--- config.mk ---
export PLATFORM = sky130hd
export DESIGN_NAME = rss_datapath
export DESIGN_NICKNAME = d
export VERILOG_FILES = /design/src/core/rss_pkg.sv /design/src/core/rss_subtractor.sv /design/src/core/rss_rotator.sv /design/src/core/rss_datapath.sv
export SDC_FILE = /design/constraint.sdc
export NUM_CORES = 1
export LEC_CHECK = 0
export ABC_AREA = 1
export ABC_CLOCK_PERIOD_IN_PS = 3400
export BUFFER_PORTS_ARGS = -buffer_cell sky130_fd_sc_hd__buf_4
export CAP_MARGIN = 40
export CELL_PAD_IN_SITES_DETAIL_PLACEMENT = 1
export CELL_PAD_IN_SITES_GLOBAL_PLACEMENT = 2
export CORE_MARGIN = 2
export CORE_UTILIZATION = 33
export DETAILED_ROUTE_END_ITERATION = 6
export GPL_TIMING_DRIVEN = 0
export PLACE_DENSITY = 0.91
export SYNTH_ARGS = -nofsm -noshare
export SYNTH_HDL_FRONTEND = slang
export SYNTH_SLANG_ARGS = --single-unit
--- constraint.sdc ---
create_clock -name clk_sys_i -period 3.4 [get_ports clk_sys_i]
set_clock_uncertainty 0.05 [all_clocks]
set_input_delay 0.17 -clock clk_sys_i [delete_from_list [all_inputs] [get_ports clk_sys_i]]
set_output_delay 0.17 -clock clk_sys_i [all_outputs]
set_load 0.05 [all_outputs]
--- src/core/rss_pkg.sv ---
package rss_pkg;

  // ==========================================================================
  // Operation codes from the sequencer
  // ==========================================================================
  typedef enum logic [4:0] {
    OP_NONE                 = 5'h00,
    OP_ROTATE_LEFT          = 5'h01,
    OP_ROTATE_LEFT_TO_ACC   = 5'h02,
    OP_ROTATE_LEFT_THROUGH_CARRY        = 5'h03,
    OP_ROTATE_LEFT_THROUGH_CARRY_TO_ACC = 5'h04,
    OP_ROTATE_RIGHT         = 5'h05,
    OP_ROTATE_RIGHT_TO_ACC  = 5'h06,
    OP_ROTATE_RIGHT_THROUGH_CARRY        = 5'h07,
    OP_ROTATE_RIGHT_THROUGH_CARRY_TO_ACC = 5'h08,
    OP_SUBTRACT             = 5'h09,
    OP_SUBTRACT_IMM         = 5'h0a,
    OP_SUBTRACT_TO_MEM      = 5'h0b,
    OP_SUBTRACT_WITH_BORROW = 5'h0c,
    OP_SUBTRACT_WITH_BORROW_TO_MEM = 5'h0d,
    OP_DECREMENT_SKIP_ZERO  = 5'h0e,
    OP_DECREMENT_SKIP_ZERO_TO_ACC = 5'h0f,
    OP_INCREMENT_SKIP_ZERO  = 5'h10,
    OP_INCREMENT_SKIP_ZERO_TO_ACC = 5'h11,
    OP_SKIP_BIT_NONZERO     = 5'h12,
    OP_SKIP_IF_ZERO         = 5'h13,
    OP_SKIP_IF_ZERO_MOVE_ACC = 5'h14,
    OP_SET_BYTE             = 5'h15,
    OP_SET_BIT              = 5'h16,
    OP_NIBBLE_EXCHANGE      = 5'h17,
    OP_NIBBLE_EXCHANGE_TO_ACC = 5'h18
  } rss_op_t;

  localparam int          DATA_W      = 8;
  localparam logic [7:0]  ACC_RESET   = 8'h00;
  localparam logic [7:0]  BYTE_ONES   = 8'hff;
  localparam logic [7:0]  BYTE_ONE    = 8'h01;
  localparam logic [3:0]  FLAGS_RESET = 4'h0;
  localparam int          SKIP_DUMMY_CYCLES = 1;

  // One decoded instruction from the sequencer
  typedef struct packed {
    rss_op_t    op;
    logic [2:0] bit_sel;
    logic [7:0] imm;
  } rss_cmd_t;

  // Arithmetic flags
  typedef struct packed {
    logic overflow_flag;
    logic zero;
    logic half_carry_flag;
    logic carry;
  } rss_flags_t;

  // Memory write request
  typedef struct packed {
    logic       we;
    logic [7:0] data;
  } rss_mem_wr_t;

endpackage

--- src/core/rss_subtractor.sv ---
`timescale 1ns/1ns
module rss_subtractor
  import rss_pkg::*;
(
  input  wire logic [7:0] minuend_i,    // Accumulator value
  input  wire logic [7:0] subtrahend_i, // Memory or literal operand
  input  wire logic       borrow_i,     // Inverted carry, or zero
  output logic [7:0]      diff_o,       // Eight-bit difference
  output rss_flags_t      flags_o       // Resulting flags
);

  logic [8:0] full;
  logic [4:0] low;

  // ==========================================================================
  // Difference and flags
  // ==========================================================================
  always_comb
  begin
    full   = {1'b0, minuend_i} - {1'b0, subtrahend_i} - {8'h00, borrow_i};
    low    = {1'b0, minuend_i[3:0]} - {1'b0, subtrahend_i[3:0]} - {4'h0, borrow_i};
    diff_o = full[7:0];
    flags_o.carry           = ~full[8];
    flags_o.half_carry_flag = ~low[4];
    flags_o.zero            = (full[7:0] == 8'h00);
    flags_o.overflow_flag   = (minuend_i[7] ^ subtrahend_i[7])
                              & (minuend_i[7] ^ full[7]);
  end

endmodule // rss_subtractor

--- src/core/rss_rotator.sv ---
`timescale 1ns/1ns
module rss_rotator
  import rss_pkg::*;
(
  input  wire logic [7:0] data_i,   // Byte to rotate
  input  wire logic       carry_i,  // Current carry
  input  wire logic       right_i,  // Rotate right when high
  input  wire logic       thru_i,   // Rotate through carry
  output logic [7:0]      data_o,   // Rotated byte
  output logic            carry_o   // Bit shifted out
);

  // ==========================================================================
  // Rotation
  // ==========================================================================
  always_comb
  begin
    if (right_i)
    begin
      data_o  = {thru_i ? carry_i : data_i[0], data_i[7:1]};
      carry_o = data_i[0];
    end
    else
    begin
      data_o  = {data_i[6:0], thru_i ? carry_i : data_i[7]};
      carry_o = data_i[7];
    end
  end

endmodule // rss_rotator

--- src/core/rss_datapath.sv ---
`timescale 1ns/1ns
// Function
// - Rotate left to acc, top into bottom.
// - Rotate left through carry, carry only.
// - Rotate right, bottom into top, no flags.
// - Rotate right through carry, carry only.
// - Acc-destination rotates leave memory unchanged.
// - Subtract with borrow: acc-mem-not carry.
// - Carry set when subtraction not negative.
// - All subtractions update four arithmetic flags.
// - Immediate subtract result into accumulator.
// - Subtract to memory keeps accumulator.
// - Decrement memory, skip when zero.
// - Decrement into acc, skip when zero.
// - Increment, skip when result wraps zero.
// - Taken skip adds one dummy cycle.
// - Skip when selected bit is one.
// - Skip when memory byte is zero.
// - Set byte writes all ones.
// - Set bit forces selected bit high.
// - Nibble swap written back to memory.
// - Nibble swap to acc keeps memory.
// - Copy byte to acc, skip if zero.
module rss_datapath
  import rss_pkg::*;
(
  input  wire logic        clk_sys_i,     // Core clock
  input  wire logic        rst_i,         // Asynchronous reset, active high
  input  wire logic        cmd_valid_i,   // Decoded instruction present
  input  wire rss_cmd_t    cmd_i,         // Decoded instruction
  input  wire logic [7:0]  mem_rdata_i,   // Addressed memory byte
  output logic             cmd_ready_o,   // Ready for next instruction
  output rss_mem_wr_t      mem_wr_o,      // Memory write strobe and data
  output logic [7:0]       acc_o,         // Accumulator
  output rss_flags_t       flags_o,       // Arithmetic flags
  output logic             skip_o,        // Next instruction discarded
  output logic             dummy_o        // Dummy cycle in progress
);

  // ==========================================================================
  // State
  // ==========================================================================
  typedef enum logic [1:0] {
    ST_RUN   = 2'b01,
    ST_DUMMY = 2'b10
  } rss_state_t;

  // Gap length minus one; zero gives a single dummy cycle
  localparam logic [1:0] DUMMY_LOAD = 2'(SKIP_DUMMY_CYCLES - 1);

  rss_state_t  state;
  rss_state_t  next_state;
  logic [7:0]  acc;
  rss_flags_t  flags;
  logic        take;

  logic [7:0]  rot_data;
  logic        rot_carry;
  logic        rot_right;
  logic        rot_thru;
  logic [7:0]  sub_b;
  logic        sub_borrow;
  logic [7:0]  sub_diff;
  rss_flags_t  sub_flags;

  logic [7:0]  next_acc;
  rss_flags_t  next_flags;
  logic        next_we;
  logic [7:0]  next_wdata;
  logic        next_skip;
  logic [7:0]  dec_val;
  logic [7:0]  inc_val;
  logic [7:0]  bit_mask;
  logic        skip_taken;
  logic [1:0]  dummy_left;
  logic [1:0]  next_dummy_left;

  assign take = cmd_valid_i && (state == ST_RUN);
  // A word offered in the dummy cycle is never taken, so skips cannot chain
  assign skip_taken = take && next_skip;

  // ==========================================================================
  // Shared units
  // ==========================================================================
  always_comb
  begin
    rot_right = 1'b0;
    rot_thru  = 1'b0;
    case (cmd_i.op)
      OP_ROTATE_LEFT_THROUGH_CARRY,
      OP_ROTATE_LEFT_THROUGH_CARRY_TO_ACC:
        rot_thru = 1'b1;
      OP_ROTATE_RIGHT,
      OP_ROTATE_RIGHT_TO_ACC:
        rot_right = 1'b1;
      OP_ROTATE_RIGHT_THROUGH_CARRY,
      OP_ROTATE_RIGHT_THROUGH_CARRY_TO_ACC:
      begin
        rot_right = 1'b1;
        rot_thru  = 1'b1;
      end
      default:
      begin
        rot_right = 1'b0;
        rot_thru  = 1'b0;
      end
    endcase
  end

  rss_rotator u_rotator (
    .data_i  (mem_rdata_i),
    .carry_i (flags.carry),
    .right_i (rot_right),
    .thru_i  (rot_thru),
    .data_o  (rot_data),
    .carry_o (rot_carry)
  );

  // Literal replaces memory operand for the immediate form
  assign sub_b = (cmd_i.op == OP_SUBTRACT_IMM) ? cmd_i.imm : mem_rdata_i;
  // Borrow is the complement of carry for the borrow forms only
  assign sub_borrow = ((cmd_i.op == OP_SUBTRACT_WITH_BORROW)
                      || (cmd_i.op == OP_SUBTRACT_WITH_BORROW_TO_MEM))
                      ? ~flags.carry : 1'b0;

  rss_subtractor u_subtractor (
    .minuend_i    (acc),
    .subtrahend_i (sub_b),
    .borrow_i     (sub_borrow),
    .diff_o       (sub_diff),
    .flags_o      (sub_flags)
  );

  // Wrap at zero and ff is intended; the skip tests the value written
  assign dec_val  = mem_rdata_i - BYTE_ONE;
  assign inc_val  = mem_rdata_i + BYTE_ONE;
  assign bit_mask = BYTE_ONE << cmd_i.bit_sel;

  // ==========================================================================
  // Execute decode
  // ==========================================================================
  always_comb
  begin
    next_acc   = acc;
    next_flags = flags;
    next_we    = 1'b0;
    next_wdata = mem_rdata_i;
    next_skip  = 1'b0;
    case (cmd_i.op)
      OP_ROTATE_LEFT,
      OP_ROTATE_RIGHT:
      begin
        next_we    = 1'b1;
        next_wdata = rot_data;
      end
      OP_ROTATE_LEFT_TO_ACC,
      OP_ROTATE_RIGHT_TO_ACC:
        next_acc = rot_data;
      OP_ROTATE_LEFT_THROUGH_CARRY,
      OP_ROTATE_RIGHT_THROUGH_CARRY:
      begin
        next_we          = 1'b1;
        next_wdata       = rot_data;
        next_flags.carry = rot_carry;
      end
      OP_ROTATE_LEFT_THROUGH_CARRY_TO_ACC,
      OP_ROTATE_RIGHT_THROUGH_CARRY_TO_ACC:
      begin
        next_acc         = rot_data;
        next_flags.carry = rot_carry;
      end
      OP_SUBTRACT,
      OP_SUBTRACT_IMM,
      OP_SUBTRACT_WITH_BORROW:
      begin
        next_acc   = sub_diff;
        next_flags = sub_flags;
      end
      OP_SUBTRACT_TO_MEM,
      OP_SUBTRACT_WITH_BORROW_TO_MEM:
      begin
        next_we    = 1'b1;
        next_wdata = sub_diff;
        next_flags = sub_flags;
      end
      OP_DECREMENT_SKIP_ZERO:
      begin
        next_we    = 1'b1;
        next_wdata = dec_val;
        next_skip  = (dec_val == 8'h00);
      end
      OP_DECREMENT_SKIP_ZERO_TO_ACC:
      begin
        next_acc  = dec_val;
        next_skip = (dec_val == 8'h00);
      end
      OP_INCREMENT_SKIP_ZERO:
      begin
        next_we    = 1'b1;
        next_wdata = inc_val;
        next_skip  = (inc_val == 8'h00);
      end
      OP_INCREMENT_SKIP_ZERO_TO_ACC:
      begin
        next_acc  = inc_val;
        next_skip = (inc_val == 8'h00);
      end
      OP_SKIP_BIT_NONZERO:
        next_skip = mem_rdata_i[cmd_i.bit_sel];
      OP_SKIP_IF_ZERO:
        next_skip = (mem_rdata_i == 8'h00);
      OP_SKIP_IF_ZERO_MOVE_ACC:
      begin
        next_acc  = mem_rdata_i;
        next_skip = (mem_rdata_i == 8'h00);
      end
      OP_SET_BYTE:
      begin
        next_we    = 1'b1;
        next_wdata = BYTE_ONES;
      end
      OP_SET_BIT:
      begin
        next_we    = 1'b1;
        next_wdata = mem_rdata_i | bit_mask;
      end
      OP_NIBBLE_EXCHANGE:
      begin
        next_we    = 1'b1;
        next_wdata = {mem_rdata_i[3:0], mem_rdata_i[7:4]};
      end
      OP_NIBBLE_EXCHANGE_TO_ACC:
        next_acc = {mem_rdata_i[3:0], mem_rdata_i[7:4]};
      default:
      begin
        next_acc   = acc;
        next_flags = flags;
      end
    endcase
  end

  // ==========================================================================
  // Sequencing
  // ==========================================================================
  always_comb
  begin
    next_state      = state;
    next_dummy_left = dummy_left;
    case (state)
      ST_RUN:
      begin
        if (skip_taken)
        begin
          next_state      = ST_DUMMY;
          next_dummy_left = DUMMY_LOAD;
        end
      end
      ST_DUMMY:
      begin
        if (dummy_left == 2'h0)
          next_state = ST_RUN;
        else
          next_dummy_left = dummy_left - 2'h1;
      end
      default:
      begin
        next_state      = ST_RUN;
        next_dummy_left = 2'h0;
      end
    endcase
  end

  // State and gap count reset together so ready is high after reset
  always_ff @(posedge clk_sys_i or posedge rst_i)
  begin
    if (rst_i)
      state <= ST_RUN;
    else
      state <= next_state;
  end

  always_ff @(posedge clk_sys_i or posedge rst_i)
  begin
    if (rst_i)
      dummy_left <= 2'h0;
    else
      dummy_left <= next_dummy_left;
  end

  // Ready drops for the dummy cycle so the sequencer holds its next word
  always_ff @(posedge clk_sys_i or posedge rst_i)
  begin
    if (rst_i)
    begin
      cmd_ready_o <= 1'b1;
      dummy_o     <= 1'b0;
      skip_o      <= 1'b0;
    end
    else
    begin
      cmd_ready_o <= (next_state == ST_RUN);
      dummy_o     <= (next_state == ST_DUMMY);
      skip_o      <= skip_taken;
    end
  end

  // ==========================================================================
  // Architectural state
  // ==========================================================================
  // Acc and flags hold between instructions; only a taken word moves them
  always_ff @(posedge clk_sys_i or posedge rst_i)
  begin
    if (rst_i)
    begin
      acc   <= ACC_RESET;
      flags <= FLAGS_RESET;
    end
    else if (take)
    begin
      acc   <= next_acc;
      flags <= next_flags;
    end
  end

  // Data follows decode every cycle; only the strobe marks a real write
  always_ff @(posedge clk_sys_i or posedge rst_i)
  begin
    if (rst_i)
      mem_wr_o <= '0;
    else
    begin
      mem_wr_o.we   <= take && next_we;
      mem_wr_o.data <= next_wdata;
    end
  end

  // Outputs are the architectural registers themselves
  assign acc_o   = acc;
  assign flags_o = flags;

endmodule // rss_datapath

; After elaboration in Yosys (flattened, before gate mapping)
; Cells that the tools add are included.
[word_totals]
regBits = 28
in_bits = 27
wordCells = 105
out_inout_bits = 24
[op_classes]
magnitude_cmp = 1
n_eq_ne = 30
n_mux = 21
n_addsub = 7
n_reduce_logical = 26
n_shift = 1
n_bitwise = 7
[op_table]
columns = operator, count
row1 = one-hot mux 8 bit (7 select lines), 1
row2 = one-hot mux 8 bit (6 select lines), 1
row3 = == test 5 bit (second input constant), 9
row4 = == test 5 x 4 -> 1 bit (second input constant), 8
row5 = logical NOT 8 bit, 4
row6 = == test 5 x 3 -> 1 bit (second input constant), 4
row7 = 2-to-1 mux 8 bit, 2
row8 = OR reduction 4 bit, 4
row9 = OR reduction 11 bit, 1
row10 = == test 5 x 2 -> 1 bit (second input constant), 2
row11 = subtractor 8 x 8 -> 9 bit, 1
row12 = subtractor 9 x 1 -> 9 bit, 1
row13 = adder 8 x 1 -> 8 bit (second input constant), 1
row14 = 2-to-1 mux 1 bit, 8
row15 = 2-to-1 mux 2 bit, 4
row16 = OR 8 bit, 1
row17 = one-hot mux 2 bit (2 select lines), 2
row18 = AND reduction 2 bit, 4
row19 = OR reduction 2 bit, 4
row20 = << shifter 1 x 3 -> 8 bit (first input constant), 1
row21 = subtractor 8 x 1 -> 8 bit (second input constant), 1
row22 = nonzero test 6 bit, 1
row23 = == test 5 x 1 -> 1 bit (second input constant), 1
row24 = OR reduction 5 bit, 1
row25 = other kinds (18), 26

; Logic depth before layout (Yosys ltp)
; Gate-level depths: netlist (run 1).
[depth]
ltp_word = 7
mapped_depth = 22
ltp_nobuf = 21

; By module
; A second synthesis (run 1) with hierarchy kept.
[unflattened]
hier_cells = 543
hier_area_um2 = 3375.7
[by_module_without_submodules]
columns = module, cells_each, seq_area_each_um2, instances, area_per_inst_um2
row1 = rss_datapath, 393, 703.2, 1, 2541.2
row2 = rss_subtractor, 120, 0.0, 1, 679.4
row3 = rss_rotator, 30, 0.0, 1, 155.1

; Worst setup path before layout (run 1)
; OpenSTA, ideal clock, no wires.
[synth_timing]
kind = input -> register
start = input cmd_i[12] (netlist name)
end = register acc[6] (netlist: acc_o[6])
n_path_buf = 2
setup_ns = 0.119
required_time_ns = 3.231
cell_stages = 21
path_slack_ns = 0.388
t_arrival_ns = 2.843
cell_sequence = buf_2 > nand2_1 > nor2_2 > clkbuf_1 > o21ai_0 > fa_1 > fa_1 > nand2_1 > nand2_1 > nand2_1 > nand2_1 > nand2_1 > nand2_1 > nand2_1 > nand2_1 > nand2_1 > nor2_1 > nor3_1 > nand2_1 > nand2_1 > o21ai_2
[synth_via]
elab_chain_cells = 5
word_cells_on_any_way = 27
cone_classes = 2 x add/sub / 14 x eq/ne / 5 x mux / 6 x reduce/logical
[synth_rtl]
columns = element, line
row1 = start: declaration, rss_datapath.sv:30  ; input wire rss_cmd_t cmd_i,
row2 = "== test 5 x 4 -> 1 bit, or another cell as far along", "rss_datapath.sv:120, rss_datapath.sv:149"
row3 = "2-to-1 mux 8 bit, or another cell as far along", rss_datapath.sv:120  ; assign sub_b = (cmd_i.op == OP_SUBTRACT_IMM) ? cmd_i.imm : mem_rdata_i;
row4 = "subtractor 8 x 8 -> 9 bit, or another cell as far along", rss_subtractor.sv:20  ; full = {1'b0, minuend_i} - {1'b0, subtrahend_i} - {8'h00, borrow_i};
row5 = subtractor 9 x 1 -> 9 bit or 2-to-1 mux 8 bit (tied branches), "rss_subtractor.sv:20, rss_rotator.sv:18"
row6 = one-hot mux 8 bit (6 select lines), rss_datapath.sv:149  ; case (cmd_i.op)
row7 = end signal: assignment, rss_datapath.sv:320  ; acc <= next_acc;
row8 = end: declaration, rss_datapath.sv:53  ; logic [7:0] acc;
; Several ways; a longest one is shown, not always the timed one.
; A chain may end at the register's enable or synchronous reset.

; Final worst setup path (run 1)
[layout_timing]
start = input mem_rdata_i[0]
end = register acc[6] (netlist: acc_o[6])
[layout_via]
elab_chain_cells = 4
word_cells_on_any_way = 6
cone_classes = 4 x add/sub / 2 x mux
[layout_rtl]
columns = element, line
row1 = start: declaration, rss_datapath.sv:31  ; input wire logic [7:0] mem_rdata_i,
row2 = 2-to-1 mux 8 bit, rss_datapath.sv:120
row3 = subtractor 8 x 8 -> 9 bit, rss_subtractor.sv:20
row4 = subtractor 9 x 1 -> 9 bit, rss_subtractor.sv:20
row5 = one-hot mux 8 bit (6 select lines) *, rss_datapath.sv:149
; Every way passes the cells marked *; elsewhere a longest branch is shown, timed or not.

==> results of run 1 <==
-- power groups by stage --
stage	Combinational [mW]	Sequential [mW]	Clock (mW)
after floorplan	0.841	0.781	0
after global placement	1.54	0.502	0
after detailed placement	1.59	0.508	0
after CTS	1.60	0.502	0.193
after global routing	1.76	0.512	0.215
final	1.60	0.501	0.193
-- final timing paths --
kind                       slack [ps]             to      startpoint  cells past startpoint
setup reg to reg                  540       acc_o[6]      flags_o[0]                     17
hold reg to reg                   430  dummy_left[0]   dummy_left[0]                      1
max in group asynchronous        2270       state[0]           rst_i                      4
min in group asynchronous         450     flags_o[1]           rst_i                      3
setup / recovery                  330       acc_o[6]  mem_rdata_i[0]                     21
hold / removal                    150    mem_wr_o[8]     cmd_valid_i                      3
-- synth_stat cells, types with 7 or more instances --
master    instances
nand2_1         128
inv_1            75
nor2_1           48
o21ai_0          42
nand3_1          37
dfrtp_1          26
ha_1             19
a21oi_1          18
nand4_1          11
nor3_1           10
o22ai_1          10
inv_2             8
clkbuf_1          7
-- logic make-up after synthesis --
kind of cell	after synthesis	synth area share (%)
buffers and inverters	101	12.4
and+or+nand+nor	254	35.3
DFF	28	21.6
xor gates and xnor gates	10	2.70
AOI/OAI and AO/OA	104	19.4
adders and majority gates	21	8.55
-- state kept, by name (all words and copies together) (netlist names) --
| signal | count |
|---|---|
| dummy_left | 2 |
| flags_o | 4 |
| cmd_ready_o | 1 |
| state | 2 |
| mem_wr_o | 9 |
| skip_o | 1 |
| acc_o | 8 |
| dummy_o | 1 |
-- critical path: cells and delay by family --
family          cells  cell delay [ps]
simple gates       13             1160
compound gates      2              210
fa+ha+maj           2              890
buf+inv             4              730
-- layout make-up --
cell class | count | area [um2] | share of cell area [%]
Sequential cell | 28 | 703 | 18.3
Buffer | 16 | 86.3 | 2.24
Inverter | 84 | 315 | 8.19
Multi-Input combinational cell | 389 | 2150 | 55.8
Timing Repair Buffer | 49 | 390 | 10.1
Tap cell | 133 | 166 | 4.32
Clock buffer | 3 | 41.3 | 1.07
-- layer usage --
layer | vias up | global-route usage (%) | part of all wire (%)
li1 | 1827 | - | -
met1 | 1827 | 31.6 | 45
met2 | 93 | 40.5 | 49
met3 | 15 | 2.35 | 4.9
met4 | 0 | 4.05 | 1.3
met5 | - | 0 | 0
-- stage by stage --
stage                     area [um2]  power (mW)
after floorplan                 3250        1.62
after global placement          3750        2.04
after detailed placement        3780        2.10
after CTS                       3830        2.30
after global routing            3850        2.49
final                           3850        2.29
-- what timing repair did --
item | 4_1_cts | 5_1_grt
resized for setup | 1 | 2
pin swaps | 0 | 1
hold buffers | 1 | 0
endpoints found under the hold margin | 10 | 0
setup endpoints to repair | 10 | 1
setup buffers | 0 | 2
==> key figures, run 1 <==
Clock network
  • Clk Latency, worst-skew pair: 280 ps
  • Root Buffer: clkbuf_8
  • # H-tree levels: 1
  • CTS tree: done
  • CTS Buf Count: 3
  • Clock Path Buffers: 2
  • Num Clock Sinks: 28
  • Clock-pin slew on the worst setup and hold paths: 100 ps

STA
  • Final period util: 90.2%
  • Final Hold Vio Count: 0
  • Worst Max-Slew Pin Slew: 783 ps
  • Fin crit period: 3070 ps
  • Final-report max-slew violation count: 0
  • Worst Hold Slack: 150 ps
  • Relative slew slack: 46.4%
  • Final setup TNS: 0 ps
  • Final setup viols: 0
  • RSZ-0062 raised after global routing: false
  • Fmax: 326 MHz
  • Final WS setup: 333 ps

Finish
  • Final Util: 39.8%
  • Final std cells w/o fill: 702
  • Most common cell after layout, fill and taps aside: nand2_1
  • Count of nets after finishing: 619
  • Layout overhead on the synthesized area: 18.5%
  • Commonest non-fill, non-tap cells in the layout: nand2_1 (128), inv_1 (74), buf_4 (49)
  • Fillers: 1312
  • Layout cells sized above 1: 16.2%
  • Number of diodes: 0

Global route
  • Vias in the first global route: 3806
  • First-pass GRT wire length: 19200 um
  • GRT Overall Usage: 23.2%
  • Largest net degree at the start of global routing: 19
  • Initial antenna violation count: 0
  • Gr ovfl total: 0

Worst setup path
  • CP Cell Sequence: buf_4, clkbuf_2, inv_2, clkbuf_4, o21ai_0, fa_1, fa_1, nand2_1, nand2_1, nand2_1, nand2_1, nand2_1, nand2_1, nand2_1, nand2_1, nand2_1, nor2_1, nor3_1, nand2_1, nand2_1, o21ai_2
  • Most common cell on crit path: nand2_1
  • Critical path fanouts, max: 11
  • Slowest CP cell: fa_1
  • Startpoint types: primary input
  • CP required: 3540 ps
  • Slowest stage delay, CP: 460 ps
  • Setup crit end kind: register
  • Crit path kind: in -> reg
  • Crit path DAT: 3200 ps

Power and ir drop
  • Clock network power share: 8.4%
  • Int Power: 1.02 mW
  • Power per Cell Area: 595 mW/mm2
  • Reg power frac: 21.9%
  • Maximum VDD drop: 246 uV
  • Combinational share of power: 69.7%
  • Switching power: 1.27 mW
  • Sw Share: 55.3%
  • Lkg Pwr: 1.94 nW

Synth
  • Async SR Flop Fraction: 100%
  • Number of synthesized flops with an enable pin: 0
  • Synth area leader: dfrtp_1
  • Syn avg cell area: 6.27 um2
  • Synth area leaders: dfrtp_1 (20%), nand2_1 (15%), inv_1 (8.7%)
  • Most used DFF post-synth: dfrtp_1
  • Post-synth net total: 566
  • Sequential share of the synthesized area: 21.6%
  • Distinct cells, synth: 46
  • Yosys reg bits: 28
  • Synth top area share: 20.0%
  • Mapped Area: 0.00325 mm2
  • YS warnings: 0
  • Syn Inst Count: 518

Floorplanning
  • DIE AREA: 0.0107 mm2
  • Die extent in y: 103 um
  • Starting density of the core: 33.6%
  • Core Rows: 36
  • Core area: 0.00968 mm2
  • I/O pin count: 51
  • Die X: 103 um

Place
  • GP Congestion: 0.912
  • HPWL reported at the end of detailed placement: 9930 um
  • Port bufs: 45
  • Placed Cells: 697
  • Setup slack after placement: -486 ps

Min path
  • Hold WC Path Type: in -> reg

Drt
  • Iter 0 DRT Violations: 232
  • Total Wirelength: 12000 um
  • Remaining DRCs: 0
  • Routed vias/inst: 5.36
  • TritonRoute pass-1 iters: 4
  • Via count: 3762
  • Antenna viol nets, final: 0
  • Drt wl/cell: 17.1 um

Run
  • Max cap viols: 0

Run status
  • Status: finished, final reports clean
Power figures use the tool's default switching activity.
==> run 2, diff against run 1 <==
==> config.mk (replaced) <==
export PLATFORM = sky130hd
export DESIGN_NAME = rss_datapath
export DESIGN_NICKNAME = d
export VERILOG_FILES = /design/src/core/rss_pkg.sv /design/src/core/rss_subtractor.sv /design/src/core/rss_rotator.sv /design/src/core/rss_datapath.sv
export SDC_FILE = /design/constraint.sdc
export NUM_CORES = 1
export LEC_CHECK = 0
export ABC_CLOCK_PERIOD_IN_PS = 3400
export BUFFER_PORTS_ARGS = -buffer_cell sky130_fd_sc_hd__buf_4
export CAP_MARGIN = 40
export CELL_PAD_IN_SITES_DETAIL_PLACEMENT = 0
export CELL_PAD_IN_SITES_GLOBAL_PLACEMENT = 1
export CORE_MARGIN = 2
export CORE_UTILIZATION = 47
export DETAILED_ROUTE_END_ITERATION = 6
export GPL_TIMING_DRIVEN = 0
export PLACE_DENSITY = 0.93
export SYNTH_ARGS = -nofsm -noshare
export SYNTH_HDL_FRONTEND = slang
export SYNTH_SLANG_ARGS = --single-unit
==> key figures, run 2 <==
Run status
  • Status: finished, final reports clean

Power and ir drop
  • Power per Cell Area: 587 mW/mm2 (-1.4%)
  • Combinational share of power: 67.8% (-1.9 points)
  • Clock network power share: 11.3% (+2.9 points)
  • Lkg Pwr: 1.78 nW (-8.2%)
  • Maximum VDD drop: 553 uV (+120%)
  • Int Power: 1.19 mW (+16%)
  • Switching power: 1.22 mW (-3.8%)
  • Reg power frac: 20.9% (-1.0 points)
  • Total power: 2.41 mW (+5.2%)
  • Sw Share: 50.6% (-4.7 points)

Clock network
  • CTS Buf Count: 3 (unchanged)
  • Root Buffer: clkbuf_8
  • CTS tree: done
  • Num Clock Sinks: 28 (unchanged)
  • Clock-pin slew on the worst setup and hold paths: 100 ps (about the same)
  • # H-tree levels: 1 (unchanged)
  • Clk Latency, worst-skew pair: 280 ps (about the same)
  • Clock Path Buffers: 2 (unchanged)

STA
  • Final Hold Vio Count: 0 (unchanged)
  • Fmax: 305 MHz (-6.5%)
  • Final period util: 96.5% (+6.3 points)
  • Fin crit period: 3280 ps (+213 ps)
  • Worst Max-Slew Pin Slew: 794 ps (+11.4 ps)
  • Final setup viols: 0 (unchanged)
  • RSZ-0062 raised after global routing: false
  • Final-report max-slew violation count: 0 (unchanged)
  • Relative slew slack: 46.6% (+0.18 points)

Global route
  • Largest net degree at the start of global routing: 19 (unchanged)
  • Vias in the first global route: 3679 (-3.3%)
  • Gr ovfl total: 0 (unchanged)
  • GRT Overall Usage: 29.0% (+5.8 points)
  • Initial antenna violation count: 0 (unchanged)
  • First-pass GRT wire length: 19200 um (about the same)

Finish
  • Final instance area: 0.00411 mm2 (+6.7%)
  • Max reg flops: 9 (unchanged)
  • Layout cells sized above 1: 18.8% (+2.7 points)
  • Most common cell after layout, fill and taps aside: buf_4
  • Biggest register: mem_wr_o
  • Fillers: 703 (-46%)
  • Layout overhead on the synthesized area: 18.3%
  • Final Util: 56.9% (+17 points)
  • Commonest non-fill, non-tap cells in the layout: buf_4 (51), nand2_1 (38), inv_1 (36)
  • Count of nets after finishing: 553 (-11%)
  • Number of diodes: 0 (unchanged)

Synth
  • Synth top area share: 18.7% (-1.3 points)
  • Sequential share of the synthesized area: 20.3% (-1.4 points)
  • Syn Inst Count: 448 (-14%)
  • Synth area leaders: dfrtp_1 (19%), ha_1 (6.8%), a21oi_1 (4.2%)
  • Commonest cells post-synth: nand2_1 (38), inv_1 (36), a21oi_1 (29), nor2_1 (29), dfrtp_1 (26)
  • Number of synthesized flops with an enable pin: 0 (unchanged)
  • Most common cell in the synthesized netlist: nand2_1
  • Async SR Flop Fraction: 100% (unchanged)
  • Synth area leader: dfrtp_1
  • Mapped Area: 0.00347 mm2 (+6.8%)
  • Post-synth net total: 496 (-12%)
  • Syn avg cell area: 7.75 um2 (+24%)
  • Yosys reg bits: 28 (unchanged)
  • Distinct cells, synth: 74 (+61%)
  • Most used DFF post-synth: dfrtp_1
  • YS warnings: 0 (unchanged)

Drt
  • Total Wirelength: 11700 um (-1.9%)
  • Via count: 3871 (+2.9%)
  • Routed vias/inst: 6.42 (+20%)
  • TritonRoute pass-1 iters: 6 (+2)
  • Remaining DRCs: 0 (unchanged)
  • Drt wl/cell: 19.5 um (+14%)
  • Antenna viol nets, final: 0 (unchanged)
  • Iter 0 DRT Violations: 406 (+75%)

Worst setup path
  • Crit path kind: in -> reg
  • Cell count of the worst reg-to-reg path: 10 (-7)
  • Setup crit end kind: register
  • Crit path DAT: 3410 ps (+210 ps)
  • CP required: 3530 ps (about the same)
  • Startpoint types: primary input
  • Critical path fanouts, max: 10 (-1)

Min path
  • Hold Path Cell Cnt: 3 (unchanged)
  • Hold WC Path Type: in -> reg

Run
  • Max cap viols: 0 (unchanged)

Floorplanning
  • Core Rows: 31 (-14%)
  • Die extent in y: 89.9 um (-13%)
  • DIE AREA: 0.00809 mm2 (-24%)
  • Die X: 89.9 um (-13%)
  • Core area: 0.00721 mm2 (-26%)
  • Starting density of the core: 48.1% (+15 points)
  • I/O pin count: 51 (unchanged)

Place
  • HPWL reported at the end of detailed placement: 8890 um (-10%)
  • DP Area: 0.00401 mm2 (+6.0%)
  • Port bufs: 46 (+2.2%)
  • GP Congestion: 0.957 (+4.9%)
-- run 2: changes by cell type in the layout (fill, tap and decap cells not counted), sizes merged, moves of 7 or more --
cell    delta
nor2      -22
clkbuf    +14
o22ai      -7
o21ai     -32
mux2      +11
nand2b    +10
mux2i     +10
xnor2      +7
inv       -47
nand3     -25
nand4      -9
a21oi     +11
nand2     -92
-- run 2: timing repair --
item	in CTS	in global routing
endpoints found under the setup margin	9	9
endpoints found under the hold margin	8	0
setup buffers	3	0
gates resized for setup	0	3
hold buffers	1	0
pin swaps	1	0
-- run 2: worst max-delay path, stage by stage --
cell	delay, ps
buf_4	100
clkbuf_1	400
inv_1	280
ha_1	250
clkbuf_1	220
xor2_1	190
or4_1	460
or4b_1	540
o211a_1	320
a32o_1	250
a211o_1	220
-- run 2: power groups by stage --
| stage | Combinational, mW | Clock (mW) | Sequential (mW) |
|---|---|---|---|
| global placement | 1.57 | 0 | 0.504 |
| global route | 1.78 | 0.287 | 0.516 |
| finish | 1.63 | 0.271 | 0.504 |
| detailed placement | 1.61 | 0 | 0.506 |
| floorplan | 0.907 | 0 | 0.778 |
| CTS | 1.62 | 0.274 | 0.501 |
-- run 2: path summary, 6_finish.rpt --
path	start	endpoint	slack, ps
worst max-delay path	mem_rdata_i[1]	dummy_left[1]	120
worst min-delay path	mem_rdata_i[0]	mem_wr_o[0]	240
worst max register to register	flags_o[0]	flags_o[2]	430
worst min register to register	flags_o[2]	flags_o[2]	450
max in group asynchronous	rst_i	mem_wr_o[3]	2420
min in group asynchronous	rst_i	skip_o	410
-- run 2: layer usage --
metal	up-vias	wire length [um]	track usage (%)
met5	-	0	0
met4	0	270	6.54
met3	31	1030	4.36
met2	223	5470	47.2
met1	1836	4970	40.9
li1	1781	-	-
-- run 2: cells by family after synthesis --
group	Yosys count	share of synthesized area, %
adders and majority gates	21	8.00
DFF	28	20.3
AOI/OAI and AO/OA	141	30.1
xor gates and xnor gates	22	5.95
muxes	21	6.45
buffers and inverters	68	7.61
and+or+nand+nor	147	21.6
-- run 2: layout make-up --
| type | instances | area [um2] | share of cell area (%) |
|---|---|---|---|
| inverter | 37 | 139 | 3.38 |
| tap | 99 | 124 | 3.02 |
| sequential | 28 | 703 | 17.1 |
| multi-input combinational | 352 | 2510 | 61.2 |
| timing repair buffer | 54 | 425 | 10.4 |
| clock inverter | 1 | 30.0 | 0.731 |
| clock buffer | 3 | 41.3 | 1.01 |
| buffer | 29 | 133 | 3.23 |
-- run 2: stage by stage --
stage	setup TNS, ps	hold WS, ps	std cells	worst slack (ps)
2_1_floorplan	0	184	448	3.84
3_5_place_dp	-5390	167	597	-621
4_1_cts	0	235	605	105
6_report	0	240	603	120
5_1_grt	0	255	603	14.1
3_3_place_gp	-5130	415	593	-629
==> run 3, diff against run 2 <==
--- a/config.mk
+++ b/config.mk
@@ -6,7 +6,7 @@
 export NUM_CORES = 1
 export LEC_CHECK = 0
 export ABC_CLOCK_PERIOD_IN_PS = 3400
-export BUFFER_PORTS_ARGS = -buffer_cell sky130_fd_sc_hd__buf_4
+export BUFFER_PORTS_ARGS = -buffer_cell sky130_fd_sc_hd__buf_2
 export CAP_MARGIN = 40
 export CELL_PAD_IN_SITES_DETAIL_PLACEMENT = 0
 export CELL_PAD_IN_SITES_GLOBAL_PLACEMENT = 1
@@ -15,6 +15,7 @@
 export DETAILED_ROUTE_END_ITERATION = 6
 export GPL_TIMING_DRIVEN = 0
 export PLACE_DENSITY = 0.93
+export REMOVE_ABC_BUFFERS = 1
 export SYNTH_ARGS = -nofsm -noshare
 export SYNTH_HDL_FRONTEND = slang
 export SYNTH_SLANG_ARGS = --single-unit
==> key figures, run 3 (same netlist as run 2, synthesis figures left out) <==
Drt
  • Drt wl/cell: 19.0 um (-2.3%)
  • Via count: 3730 (-3.6%)
  • TritonRoute pass-1 iters: 7 (+1)
  • Antenna viol nets, final: 0 (unchanged)
  • Remaining DRCs: 2 (+2)
  • Total Wirelength: 10900 um (-6.7%)
  • Routed vias/inst: 6.48 (+0.87%)
  • Iter 0 DRT Violations: 426 (+4.9%)

Clock network
  • Root Buffer: clkbuf_8
  • CTS tree: done
  • # H-tree levels: 1 (unchanged)
  • CTS Buf Count: 3 (unchanged)
  • Clock Path Buffers: 2 (unchanged)
  • Num Clock Sinks: 28 (unchanged)
  • Clk Latency, worst-skew pair: 280 ps (about the same)
  • Clock-pin slew on the worst setup and hold paths: 100 ps (about the same)

Place
  • HPWL reported at the end of detailed placement: 8120 um (-8.7%)
  • DP Area: 0.00377 mm2 (-6.0%)
  • GP Congestion: 0.958 (+0.10%)
  • Port bufs: 50 (+8.7%)

Global route
  • Largest net degree at the start of global routing: 27 (+8)
  • Gr ovfl total: 0 (unchanged)
  • Vias in the first global route: 3506 (-4.7%)
  • Met1 Usage GRT: 35.6% (-5.2 points)
  • Gr busiest metal: met2
  • GRT Overall Usage: 26.7% (-2.3 points)
  • Met2 Use GR: 44.8% (-2.5 points)
  • Initial antenna violation count: 0 (unchanged)
  • GR Util met3: 3.86% (-0.50 points)
  • First-pass GRT wire length: 17800 um (-7.4%)

Power and ir drop
  • Sw Share: 51.7% (+1.1 points)
  • Power per Cell Area: 598 mW/mm2 (+1.9%)
  • Combinational share of power: 66.9% (-0.9 points)
  • Int Power: 1.12 mW (-6.1%)
  • Maximum VDD drop: 542 uV (-1.9%)
  • Lkg Pwr: 1.69 nW (-5.0%)
  • Switching power: 1.20 mW (-2.0%)
  • Reg power frac: 21.5% (+0.6 points)
  • Clock network power share: 11.6% (+0.3 points)

Finish
  • Layout cells sized above 1: 18.2% (-0.61 points)
  • Final instance area: 0.00387 mm2 (-5.8%)
  • Biggest register: mem_wr_o
  • Final Util: 53.6% (-3.3 points)
  • Max reg flops: 9 (unchanged)
  • Number of diodes: 0 (unchanged)
  • Fillers: 731 (+4.0%)
  • Layout overhead on the synthesized area: 11.4%
  • Count of nets after finishing: 526 (-4.9%)
  • Commonest non-fill, non-tap cells in the layout: buf_2 (48), nand2_1 (38), inv_1 (36)
  • Most common cell after layout, fill and taps aside: buf_2

Floorplanning
  • I/O pin count: 51 (unchanged)
  • Die extent in y: 89.9 um (unchanged)
  • Die X: 89.9 um (unchanged)
  • Starting density of the core: 48.1% (unchanged)
  • DIE AREA: 0.00809 mm2 (unchanged)
  • Core Rows: 31 (unchanged)
  • Core area: 0.00721 mm2 (unchanged)

Run
  • Max cap viols: 0 (unchanged)

Worst setup path
  • Critical path fanouts, max: 24 (+14)
  • CP required: 3530 ps (about the same)
  • Crit path DAT: 3400 ps (about the same)
  • Startpoint types: primary input
  • Crit path kind: in -> reg
  • Reg-to-reg slack, setup: 500 ps (+70 ps)
  • RR Startpoint: flags_o[0]
  • CP startpoint: cmd_i[11]
  • Setup crit end kind: register

STA
  • Worst Hold Slack: 217 ps (-23.5 ps)
  • Relative slew slack: 44.6% (-2.1 points)
  • RSZ-0062 raised after global routing: false
  • Final setup viols: 0 (unchanged)
  • Fmax: 306 MHz (+0.36%)
  • Final Hold Vio Count: 0 (unchanged)
  • Worst Max-Slew Pin Slew: 825 ps (+30.7 ps)
  • Final period util: 96.1% (-0.35 points)
  • Fin crit period: 3270 ps (-11.8 ps)
  • Final-report max-slew violation count: 0 (unchanged)

Min path
  • Hold path startpoint: cmd_valid_i
  • Hold WC Path Type: in -> reg

Run status
  • Failing checks: design-rule violations
  • Status: finished with violations
==> run 3: cell count changes in the layout (fill, tap and decap cells not counted), moves of 2 or more <==
cell	before	now
buf_4	51	1
buf_2	4	48
clkbuf_1	19	0
clkbuf_4	1	4
buf_1	2	0
clkbuf_2	2	0
fa_1	0	2
fa_2	2	0
==> run 3: final cells by class <==
cell class / count / area, um2 / area share [%]
clock inverters: 1 / 30.0 / 0.776
multi-input cells: 352 / 2500 / 64.7
inverters: 37 / 139 / 3.59
well taps: 99 / 124 / 3.20
flip-flops and latches: 28 / 703 / 18.2
repair buffers: 56 / 327 / 8.44
clock buffers: 3 / 41.3 / 1.07
==> run 3: final timing paths <==
path / end / cells after the start
hold reg to reg: flags_o[2] / 2
hold / removal: flags_o[0] / 4
setup reg to reg: flags_o[2] / 8
min in group asynchronous: dummy_o / 3
setup / recovery: flags_o[2] / 11
max in group asynchronous: mem_wr_o[4] / 4
==> run 3: repair_timing <==
action                     in CTS  in global routing
gates cloned                    0                  0
hold buffers                    1                  0
resized for setup               0                  4
setup buffers                   1                  0
pin swaps                       1                  0
hold endpoints to repair       10                  0
setup endpoints to repair       7                  3
==> run 3: worst max-delay path, stage by stage <==
cell and delay (ps):
clkbuf_4 230, nor2_1 210, nand4_1 200, mux2_2 350, fa_1 460, fa_1 430
a21bo_2 240, nor2b_1 150, xnor2_1 180, or4_1 540, o41ai_1 240
==> run 3: routing by layer <==
layer	routed length, um	vias to the layer above
li1	-	1735
met1	4670	1745
met2	5090	218
met3	933	32
met4	260	0
met5	0	-
==> run 3: power by group through the flow <==
| stage | Sequential, mW | Clock (mW) | Combinational [mW] |
|---|---|---|---|
| final | 0.497 | 0.269 | 1.55 |
| after global routing | 0.510 | 0.291 | 1.68 |
| after CTS | 0.496 | 0.272 | 1.54 |
| after detailed placement | 0.502 | 0 | 1.53 |
| after global placement | 0.499 | 0 | 1.49 |
| after floorplan | 0.798 | 0 | 0.840 |
==> run 3: stage by stage <==
stage,worst slack [ps],setup TNS (ps),cells,power (mW)
floorplan,222,0,417,1.64
detailed placement,-603,-3680,570,2.03
CTS,49.1,0,576,2.31
finish,131,0,576,2.31
global route,21.3,0,576,2.48
global placement,-574,-3200,566,1.98
